--- config.mk ---
export PLATFORM = sky130hd
export DESIGN_NAME = bps_top
export DESIGN_NICKNAME = d
export VERILOG_FILES = /design/src/rtl/bps_pkg.sv /design/src/rtl/bps_top.sv /design/src/rtl/bps_deadband.sv
export SDC_FILE = /design/constraint.sdc
export NUM_CORES = 1
export LEC_CHECK = 0
export BUFFER_PORTS_ARGS = -buffer_cell sky130_fd_sc_hd__buf_2
export CORE_ASPECT_RATIO = 1.5
export CORE_MARGIN = 4
export CORE_UTILIZATION = 55
export DETAILED_ROUTE_END_ITERATION = 10
export GPL_ROUTABILITY_DRIVEN = 0
export PLACE_DENSITY_LB_ADDON = 0.08
export SYNTH_ARGS = -nofsm -noshare
export SYNTH_HDL_FRONTEND = slang
export SYNTH_SLANG_ARGS = --single-unit
--- constraint.sdc ---
create_clock -name sys_clk -period 7.9 [get_ports sys_clk]
set_input_delay 0.79 -clock sys_clk [delete_from_list [all_inputs] [get_ports sys_clk]]
set_output_delay 0.79 -clock sys_clk [all_outputs]
set_load 0.005 [all_outputs]
--- src/rtl/bps_pkg.sv ---
// Constants for the bridge PWM output steering block.
// Assumes a 100 MHz system clock acting as the oscillator period.
package bps_pkg;

    // Register byte offsets on the APB slave
    localparam logic [7:0] OFF_CTRL     = 8'h00;
    localparam logic [7:0] OFF_DUTY_HI  = 8'h04;
    localparam logic [7:0] OFF_ACT_DUTY = 8'h08;
    localparam logic [7:0] OFF_PERIOD   = 8'h0c;
    localparam logic [7:0] OFF_DEADBAND = 8'h10;
    localparam logic [7:0] OFF_TMR_CTL  = 8'h14;
    localparam logic [7:0] OFF_STATUS   = 8'h18;

    // Field positions of pwm_control_reg and of the timer control register (TMR_ON_BIT)
    localparam int CTRL_CFG_LSB  = 6;
    localparam int CTRL_DLSB_LSB = 4;
    localparam int TMR_ON_BIT    = 2;

    // Reset values
    localparam logic [7:0] CTRL_RST     = 8'h00;
    localparam logic [7:0] DUTY_HI_RST  = 8'h00;
    localparam logic [7:0] PERIOD_RST   = 8'hff;
    localparam logic [6:0] DEADBAND_RST = 7'h00;
    localparam logic [2:0] TMR_CTL_RST  = 3'h0;

    // Unit mode upper bits that select PWM operation
    localparam logic [1:0] MODE_PWM = 2'h3;

    // Timing: oscillator periods per instruction cycle
    localparam int TOSC_PER_INSTR = 4;

    // Prescaler selections
    localparam logic [1:0] PRE_DIV1 = 2'h0;
    localparam logic [1:0] PRE_DIV4 = 2'h1;

    typedef enum logic [1:0] {
        CFG_SINGLE   = 2'b00,
        CFG_FULL_FWD = 2'b01,
        CFG_HALF     = 2'b10,
        CFG_FULL_REV = 2'b11
    } bps_cfg_e;

endpackage

--- src/rtl/bps_top.sv ---
// Enhanced PWM output stage with APB register access.
// Assumes an APB master on sys_clk; outputs feed external bridge drivers.
//
// The APB slave port and the register addresses are this design's own decisions.
`timescale 1ns/1ps
module bps_top #(
    parameter int DB_W = 7
) (
    input  wire logic        sys_clk,   // 100 MHz clock
    input  wire logic        reset_n,   // Async reset, active low
    input  wire logic        psel,      // APB select
    input  wire logic        penable,   // APB enable
    input  wire logic        pwrite,    // APB write
    input  wire logic [7:0]  paddr,     // APB byte address
    input  wire logic [31:0] pwdata,    // APB write data
    output logic      [31:0] prdata,    // APB read data
    output logic             pready,    // APB ready
    output logic             pslverr,   // APB error, unmapped address
    output logic      [3:0]  pin_out,   // Output levels, bit0 = A .. bit3 = D
    output logic      [3:0]  pin_drive  // High where the block owns the pin
);
    if (DB_W < 1 || DB_W > 8) begin : g_bad_db_w
        $error("DB_W must be 1 to 8");
    end

    // Registers
    logic [7:0]      ctrl_ff;
    logic [7:0]      duty_hi_ff;
    logic [9:0]      duty_buf_ff;
    logic [7:0]      period_ff;
    logic [DB_W-1:0] db_cnt_ff;
    logic [2:0]      tmr_ctl_ff;
    logic [7:0]      timer_ff;
    logic [5:0]      pre_cnt_ff;
    logic            raw_ff;
    logic [1:0]      cfg_ff;
    logic [1:0]      pol_ff;
    logic            run_ff;
    logic [3:0]      act_ff;
    logic [3:0]      pin_out_ff;
    logic [3:0]      pin_drive_ff;
    logic [31:0]     prdata_ff;
    logic            pready_ff;
    logic            pslverr_ff;

    // APB decode
    wire        setup    = psel & ~penable;
    wire        wr_acc   = psel & penable & pwrite & pready_ff;
    wire        hit_ctrl = (paddr == bps_pkg::OFF_CTRL);
    wire        hit_dhi  = (paddr == bps_pkg::OFF_DUTY_HI);
    wire        hit_act  = (paddr == bps_pkg::OFF_ACT_DUTY);
    wire        hit_per  = (paddr == bps_pkg::OFF_PERIOD);
    wire        hit_db   = (paddr == bps_pkg::OFF_DEADBAND);
    wire        hit_tmr  = (paddr == bps_pkg::OFF_TMR_CTL);
    wire        hit_sts  = (paddr == bps_pkg::OFF_STATUS);
    wire        hit_any  = hit_ctrl | hit_dhi | hit_act | hit_per | hit_db | hit_tmr | hit_sts;
    wire        pwm_sel  = (ctrl_ff[3:2] == bps_pkg::MODE_PWM);
    wire [9:0]  duty_new = {duty_hi_ff, ctrl_ff[bps_pkg::CTRL_DLSB_LSB +: 2]};
    logic [31:0] rd_data;

    always_comb begin
        if (hit_ctrl) begin
            rd_data = {24'h0, ctrl_ff};
        end else if (hit_dhi) begin
            rd_data = {24'h0, duty_hi_ff};
        end else if (hit_act) begin
            rd_data = {24'h0, duty_buf_ff[9:2]};
        end else if (hit_per) begin
            rd_data = {24'h0, period_ff};
        end else if (hit_db) begin
            rd_data = {{(32-DB_W){1'b0}}, db_cnt_ff};
        end else if (hit_tmr) begin
            rd_data = {29'h0, tmr_ctl_ff};
        end else if (hit_sts) begin
            rd_data = {16'h0, pin_out_ff, pin_drive_ff, timer_ff};
        end else begin
            rd_data = 32'h0;
        end
    end

    always_ff @(posedge sys_clk or negedge reset_n) begin
        if (!reset_n) begin
            prdata_ff  <= 32'h0;
            pready_ff  <= 1'b0;
            pslverr_ff <= 1'b0;
        end else begin
            pready_ff <= setup;
            if (setup) begin
                prdata_ff  <= rd_data;
                pslverr_ff <= ~hit_any;
            end
        end
    end

    // Prescaler and timer; one timer step every 4 Tosc times the prescale
    wire [1:0] pre_sel  = tmr_ctl_ff[1:0];
    wire       tmr_on   = tmr_ctl_ff[bps_pkg::TMR_ON_BIT];
    wire [5:0] pre_max  = (pre_sel == bps_pkg::PRE_DIV1) ? 6'h03 :
                          (pre_sel == bps_pkg::PRE_DIV4) ? 6'h0f : 6'h3f;
    wire [3:0] low_mask = (pre_sel == bps_pkg::PRE_DIV1) ? 4'h0 :
                          (pre_sel == bps_pkg::PRE_DIV4) ? 4'h3 : 4'hf;
    wire [1:0] fine     = (pre_sel == bps_pkg::PRE_DIV1) ? pre_cnt_ff[1:0] :
                          (pre_sel == bps_pkg::PRE_DIV4) ? pre_cnt_ff[3:2] : pre_cnt_ff[5:4];
    wire       tick       = tmr_on & (pre_cnt_ff == pre_max);
    wire       period_end = tick & (timer_ff == period_ff);
    wire       step_end   = tmr_on & ((pre_cnt_ff[3:0] & low_mask) == low_mask);
    wire       instr_en   = tmr_on & (pre_cnt_ff[1:0] == 2'h3);
    // Position reaches duty on the next step; duty past the period never matches
    wire [9:0] pos        = {timer_ff, fine};
    wire       duty_hit   = step_end & (duty_buf_ff != 10'h0)
                            & (pos == duty_buf_ff - 10'h001);

    always_ff @(posedge sys_clk or negedge reset_n) begin
        if (!reset_n) begin
            pre_cnt_ff <= 6'h0;
            timer_ff   <= 8'h0;
        end else begin
            if (!tmr_on || tick) begin
                pre_cnt_ff <= 6'h0;
            end else begin
                pre_cnt_ff <= pre_cnt_ff + 6'h01;
            end
            if (period_end) begin
                timer_ff <= 8'h0;
            end else if (tick) begin
                timer_ff <= timer_ff + 8'h01;
            end
        end
    end

    // Software registers and the double-buffered duty
    always_ff @(posedge sys_clk or negedge reset_n) begin
        if (!reset_n) begin
            ctrl_ff     <= bps_pkg::CTRL_RST;
            duty_hi_ff  <= bps_pkg::DUTY_HI_RST;
            period_ff   <= bps_pkg::PERIOD_RST;
            db_cnt_ff   <= DB_W'(bps_pkg::DEADBAND_RST);
            tmr_ctl_ff  <= bps_pkg::TMR_CTL_RST;
            duty_buf_ff <= 10'h0;
        end else begin
            if (wr_acc && hit_ctrl) ctrl_ff <= pwdata[7:0];
            if (wr_acc && hit_dhi) duty_hi_ff <= pwdata[7:0];
            if (wr_acc && hit_per) period_ff <= pwdata[7:0];
            if (wr_acc && hit_db) db_cnt_ff <= pwdata[DB_W-1:0];
            if (wr_acc && hit_tmr) tmr_ctl_ff <= pwdata[2:0];
            if (period_end) begin
                duty_buf_ff <= duty_new;
            end else if (wr_acc && hit_act && !pwm_sel) begin
                duty_buf_ff <= {pwdata[7:0], duty_buf_ff[1:0]};
            end
        end
    end

    // Modulated waveform: high from the boundary until the duty position
    always_ff @(posedge sys_clk or negedge reset_n) begin
        if (!reset_n) begin
            raw_ff <= 1'b0;
        end else if (!pwm_sel) begin
            raw_ff <= 1'b0;
        end else if (period_end) begin
            raw_ff <= (duty_new != 10'h0);
        end else if (duty_hit) begin
            raw_ff <= 1'b0;
        end
    end

    // Config and polarity take effect at a boundary, or at once outside PWM mode, to avoid glitches
    always_ff @(posedge sys_clk or negedge reset_n) begin
        if (!reset_n) begin
            cfg_ff <= 2'h0;
            pol_ff <= 2'h0;
            run_ff <= 1'b0;
        end else begin
            run_ff <= pwm_sel;
            if (period_end || !pwm_sel) begin
                cfg_ff <= ctrl_ff[bps_pkg::CTRL_CFG_LSB +: 2];
                pol_ff <= ctrl_ff[1:0];
            end
        end
    end

    // Dead-band only in half-bridge; other configs pass with zero delay
    wire            is_half = (cfg_ff == bps_pkg::CFG_HALF);
    wire [DB_W-1:0] dly     = is_half ? db_cnt_ff : '0;
    wire [1:0]      db_in   = {~raw_ff & run_ff, raw_ff};
    wire [1:0]      db_out;

    generate
        for (genvar i = 0; i < 2; i++) begin : g_db
            bps_deadband #(.W(DB_W)) u_db (
                .sys_clk  (sys_clk),
                .reset_n  (reset_n),
                .instr_en (instr_en),
                .dly      (dly),
                .lvl_in   (db_in[i]),
                .lvl_out  (db_out[i])
            );
        end
    endgenerate

    // Steering: active levels {D,C,B,A} and which pins the block owns
    logic [3:0] nxt_act;
    logic [3:0] nxt_drive;
    always_comb begin
        nxt_act   = 4'h0;
        nxt_drive = 4'h0;
        if (run_ff) begin
            case (cfg_ff)
                bps_pkg::CFG_SINGLE: begin
                    nxt_act   = {3'h0, db_out[0]};
                    nxt_drive = 4'h1;
                end
                bps_pkg::CFG_HALF: begin
                    nxt_act   = {2'h0, db_out[1], db_out[0]};
                    nxt_drive = 4'h3;
                end
                bps_pkg::CFG_FULL_FWD: begin
                    nxt_act   = {db_out[0], 2'h0, 1'b1};
                    nxt_drive = 4'hf;
                end
                default: begin
                    nxt_act   = {2'h0, db_out[0], 1'b0} | 4'h4;
                    nxt_drive = 4'hf;
                end
            endcase
        end
    end

    // Bit 1 of the mode makes A,C active-low; bit 0 makes B,D active-low
    wire [3:0] pol_vec = run_ff ? {pol_ff[0], pol_ff[1], pol_ff[0], pol_ff[1]} : 4'h0;

    always_ff @(posedge sys_clk or negedge reset_n) begin
        if (!reset_n) begin
            act_ff       <= 4'h0;
            pin_out_ff   <= 4'h0;
            pin_drive_ff <= 4'h0;
        end else begin
            act_ff       <= nxt_act;
            pin_out_ff   <= nxt_act ^ pol_vec;
            pin_drive_ff <= nxt_drive;
        end
    end

    assign prdata    = prdata_ff;
    assign pready    = pready_ff;
    assign pslverr   = pslverr_ff;
    assign pin_out   = pin_out_ff;
    assign pin_drive = pin_drive_ff;
endmodule

--- src/rtl/bps_deadband.sv ---
// Dead-band delay stage: delays a rising level by a count of
// instruction cycles after the first instruction pulse; falling edges pass
// with one clock of latency.
// Assumes instr_en is a one-cycle pulse every instruction cycle.
`timescale 1ns/1ps
module bps_deadband #(
    parameter int W = 7
) (
    input  wire logic         sys_clk,  // System clock
    input  wire logic         reset_n,  // Async reset, active low
    input  wire logic         instr_en, // Instruction cycle pulse
    input  wire logic [W-1:0] dly,      // Delay in instruction cycles
    input  wire logic         lvl_in,   // Undelayed active level
    output logic              lvl_out   // Delayed active level
);
    logic         prev_ff;
    logic [W:0]   cnt_ff;
    logic         out_ff;
    wire          rise    = lvl_in & ~prev_ff;
    wire  [W:0]   cnt_inc = cnt_ff + {{W{1'b0}}, 1'b1};
    // First pulse only aligns to the instruction cycle, so the delay is never short
    wire  [W:0]   cnt_end = {1'b0, dly} + {{W{1'b0}}, 1'b1};

    always_ff @(posedge sys_clk or negedge reset_n) begin
        if (!reset_n) begin
            prev_ff <= 1'b0;
            cnt_ff  <= '0;
            out_ff  <= 1'b0;
        end else begin
            prev_ff <= lvl_in;
            if (!lvl_in) begin
                // A drop before the count ends keeps the output low all cycle
                cnt_ff <= '0;
                out_ff <= 1'b0;
            end else if (rise) begin
                cnt_ff <= '0;
                out_ff <= (dly == '0);
            end else if (!out_ff && instr_en) begin
                cnt_ff <= cnt_inc;
                // At or past the end, so a delay shortened mid-count cannot stall
                out_ff <= (cnt_inc >= cnt_end);
            end
        end
    end

    assign lvl_out = out_ff;
endmodule

==> run_results.csv <==
group,metric,value,unit
outcome,status,"completed",
sta,finalSetupViolCount,0,
sta,clock.fmax,321,MHz
synthesis,ys_warn_count,0,
power_and_ir_drop,p_leak,3.08,nW
critical_path,worstPathArrival,3.35,ns
floorplanning,floorplan.initialDensity,0.568,
clocking,cts_tree,"built",
sta,finalCritPeriodShare,0.395,
clocking,clk_latency,0.36,ns
synthesis,avgSynthCellArea,9.79,um2
synthesis,netlist_area,0.00631,mm2
synthesis,synthArstFlopShare,1.00,
clocking,cts_hold_buf,0,
synthesis,netlist.area_leader.share,0.396,
sta,timing.hold.ws,0.409,ns
clocking,cts_max_level,3,
clocking,cts_resized,0,
grt,grt_use_total,0.237,
finish,fin_nets,739,
power_and_ir_drop,sw_frac_of_total,0.242,
drt,wl_per_cell,18.5,um
placement,hpwlAfterDp,11200,um
drt,vias,4792,
clocking,post-cts-setup-buffers,0,
sta,tns,0,ns
sta,finalCriticalPeriod,3.12,ns
critical_path,setup.worst_path.end_class,"flip-flop",
drt,drt-initial-drc-count,257,
finish,drive_gt1_frac,0.186,
worst_hold_path,hp-class,"in -> async",
critical_path,path_cells,"nor2b_1, and2_1, ha_1, xor2_1, ha_1, a2111oi_0, o31ai_1, maj3_1, a41oi_1, nor3b_1",
critical_path,slowest_delay,0.47,ns
clocking,cts.sinks,108,
synthesis,ys.flop_type,"dfrtp_1",
placement,io_buffers,46,
sta,rsz0062_at_grt,"no",
drt,viasPerCell,5.82,
sta,hold_viol,0,
power_and_ir_drop,p_comb_frac,0.043,
clocking,path_clk_slew,0.08,ns
synthesis,netlist_instances,645,
critical_path,cp_data_required_time,8.13,ns
sta,tightest_slew,0.963,ns
floorplanning,die_w,95.5,um
clocking,cts-root-buf,"clkbuf_16",
synthesis,synth_seq_cells,108,
floorplanning,rows,47,
finish,antennaDiodeCount,0,
critical_path,critical_path.max_fanout,9,
synthesis,ys_top_cells_by_count,"dfrtp_1, nand2_1, nor2_1",
placement,pre_cts_slack,4.63,ns
synthesis,ys_types,60,
grt,grt_pass1_wl,24400,um
grt,overflow,0,
sta,fin_ws,4.78,ns
critical_path,cp_slowest_cell,"nor2b_1",
power_and_ir_drop,p_int,0.000823,W
grt,antenna_found_initial,0,
synthesis,synth_enable_flop_cells,0,
drt,remaining_drc_errors,0,
synthesis,yosysTopAreaCell,"dfrtp_1",
power_and_ir_drop,power.density,158,mW/mm2
critical_path,start_kind,"flip-flop",
sta,report.final.slew_viol_count,0,
synthesis,ys_top_cells_by_area,"dfrtp_1, mux2_2, xnor2_1, ha_1, nand2_1",
critical_path,reg2reg_depth,10,
clocking,cts_buffer_depth,2,
finish,num-fill-cells,989,
synthesis,synth.most_common_cell,"dfrtp_1",
power_and_ir_drop,seqPwrFrac,0.513,
floorplanning,io-pin-count,87,
drt,wl,15200,um
synthesis,ys_seq_area_frac,0.430,
critical_path,path_class,"reg -> reg",
critical_path,cp_common_cell,"ha_1",
grt,grt_max_degree,70,
floorplanning,die_y,139,um
power_and_ir_drop,p_sw,0.000263,W
clocking,numCtsBuffers,9,
finish,syn2layout_area_growth,8.72,%
power_and_ir_drop,p_clk_frac,0.444,
drt,drt_pass1_iterations,4,
sta,slew_headroom,0.353,
drt,ant_nets,0,
job,cap_violations,0,
floorplanning,core_area,0.0111,mm2
sta,clock_skew,0.00959,ns
power_and_ir_drop,ir_drop,0.104,mV
grt,grt_pass1_vias,4765,
floorplanning,die-area,0.0133,mm2
==> final cells by class <==
class                      count  area, um2  area share
clock buffer                   9        225      0.0328
clock inverter                 7       91.3      0.0133
inverter                      21       78.8      0.0115
multi-input combinational    484       3320       0.484
sequential                   108       2710       0.395
tap                          147        184      0.0268
timing repair buffer          48        248      0.0361
==> state kept, by name, indices dropped and copies added (netlist names), 7 cells and up <==
name,cells
period_ff,8
duty_hi_ff,8
timer_ff,8
duty_buf_ff,10
ctrl_ff,8
prdata,15
db_cnt_ff,7
g_db.u_db.cnt_ff,16
==> worst max-delay path, delay by kind of cell, from the launching register on <==
kind            cells  cell delay [ns]
compound gates      3             0.84
fa+ha+maj           3             0.82
simple gates        3             0.78
flops               1             0.44
xor+xnor            1             0.13
==> layout by cell type, fill, tap and decap left out, types with 7 or more instances in the layout <==
master,netlist,routed
nand3_1,26,26
xor2_1,21,21
dfrtp_1,100,100
and2_1,9,9
xnor2_1,39,39
clkbuf_16,0,9
ha_1,22,22
nor2b_1,8,8
a21oi_1,24,24
mux2i_1,15,15
nand2_1,67,67
a22o_1,7,7
conb_1,1,16
mux2_2,36,36
nor2_1,42,42
nor3_1,15,15
dfstp_2,8,8
o21ai_0,35,35
inv_1,21,21
buf_2,8,45
==> path summary, 6_finish.rpt <==
check	from	endpoint	slack, ns
max in group asynchronous	reset_n	raw_ff$_DFFE_PN0P_	6.24
hold / removal	reset_n	g_db[1].u_db.cnt_ff[2]$_DFFE_PN0P_	0.41
setup reg to reg	cfg_ff[1]$_DFFE_PN0P_	g_db[1].u_db.lvl_out$_DFFE_PN0P_	4.78
hold reg to reg	prdata[2]$_DFFE_PN0P_	prdata[2]$_DFFE_PN0P_	0.48
min in group sys_clk	prdata[2]$_DFFE_PN0P_	prdata[2]$_DFFE_PN0P_	0.48
setup / recovery	cfg_ff[1]$_DFFE_PN0P_	g_db[1].u_db.lvl_out$_DFFE_PN0P_	4.78
==> power by group through the flow <==
stage	sequential, W	clock, W	combinational, W
floorplan	0.000568	0	0.0000254
global placement	0.000568	0	0.0000457
detailed placement	0.000569	0	0.0000467
CTS	0.000558	0.000491	0.0000467
global route	0.000558	0.000515	0.0000523
finish	0.000558	0.000483	0.0000465
==> through the flow <==
stage               area [um2]  power [W]  std cells  utilization
floorplan                 6370   0.000594        660            -
global placement          6550   0.000614        808        0.589
detailed placement        6550   0.000615        808        0.589
CTS                       6860    0.00110        824        0.617
global route              6860    0.00113        824        0.617
finish                    6860    0.00109        824        0.617
==> cells by family after synthesis <==
kind of cell             count (synthesis)  share of synthesized area
other                                    1                   0.000594
multiplexers                            55                     0.0975
buffers and inverters                   68                     0.0527
AO/OA/AOI/OAI                          118                      0.123
adder cells (fa/ha/maj)                 23                     0.0452
AND/OR/NAND/NOR                        212                      0.168
flip-flops                             108                      0.430
XOR/XNOR                                60                     0.0833
==> per-layer routing <==
layer | share of wire | vias up | track usage
met3 | 0.036 | 32 | 0.0337
met1 | 0.39 | 2351 | 0.283
met4 | 0.031 | 0 | 0.0997
met2 | 0.54 | 118 | 0.417
li1 | - | 2291 | -
met5 | 0 | - | 0
Note: power is estimated with default switching activity, not from simulation.
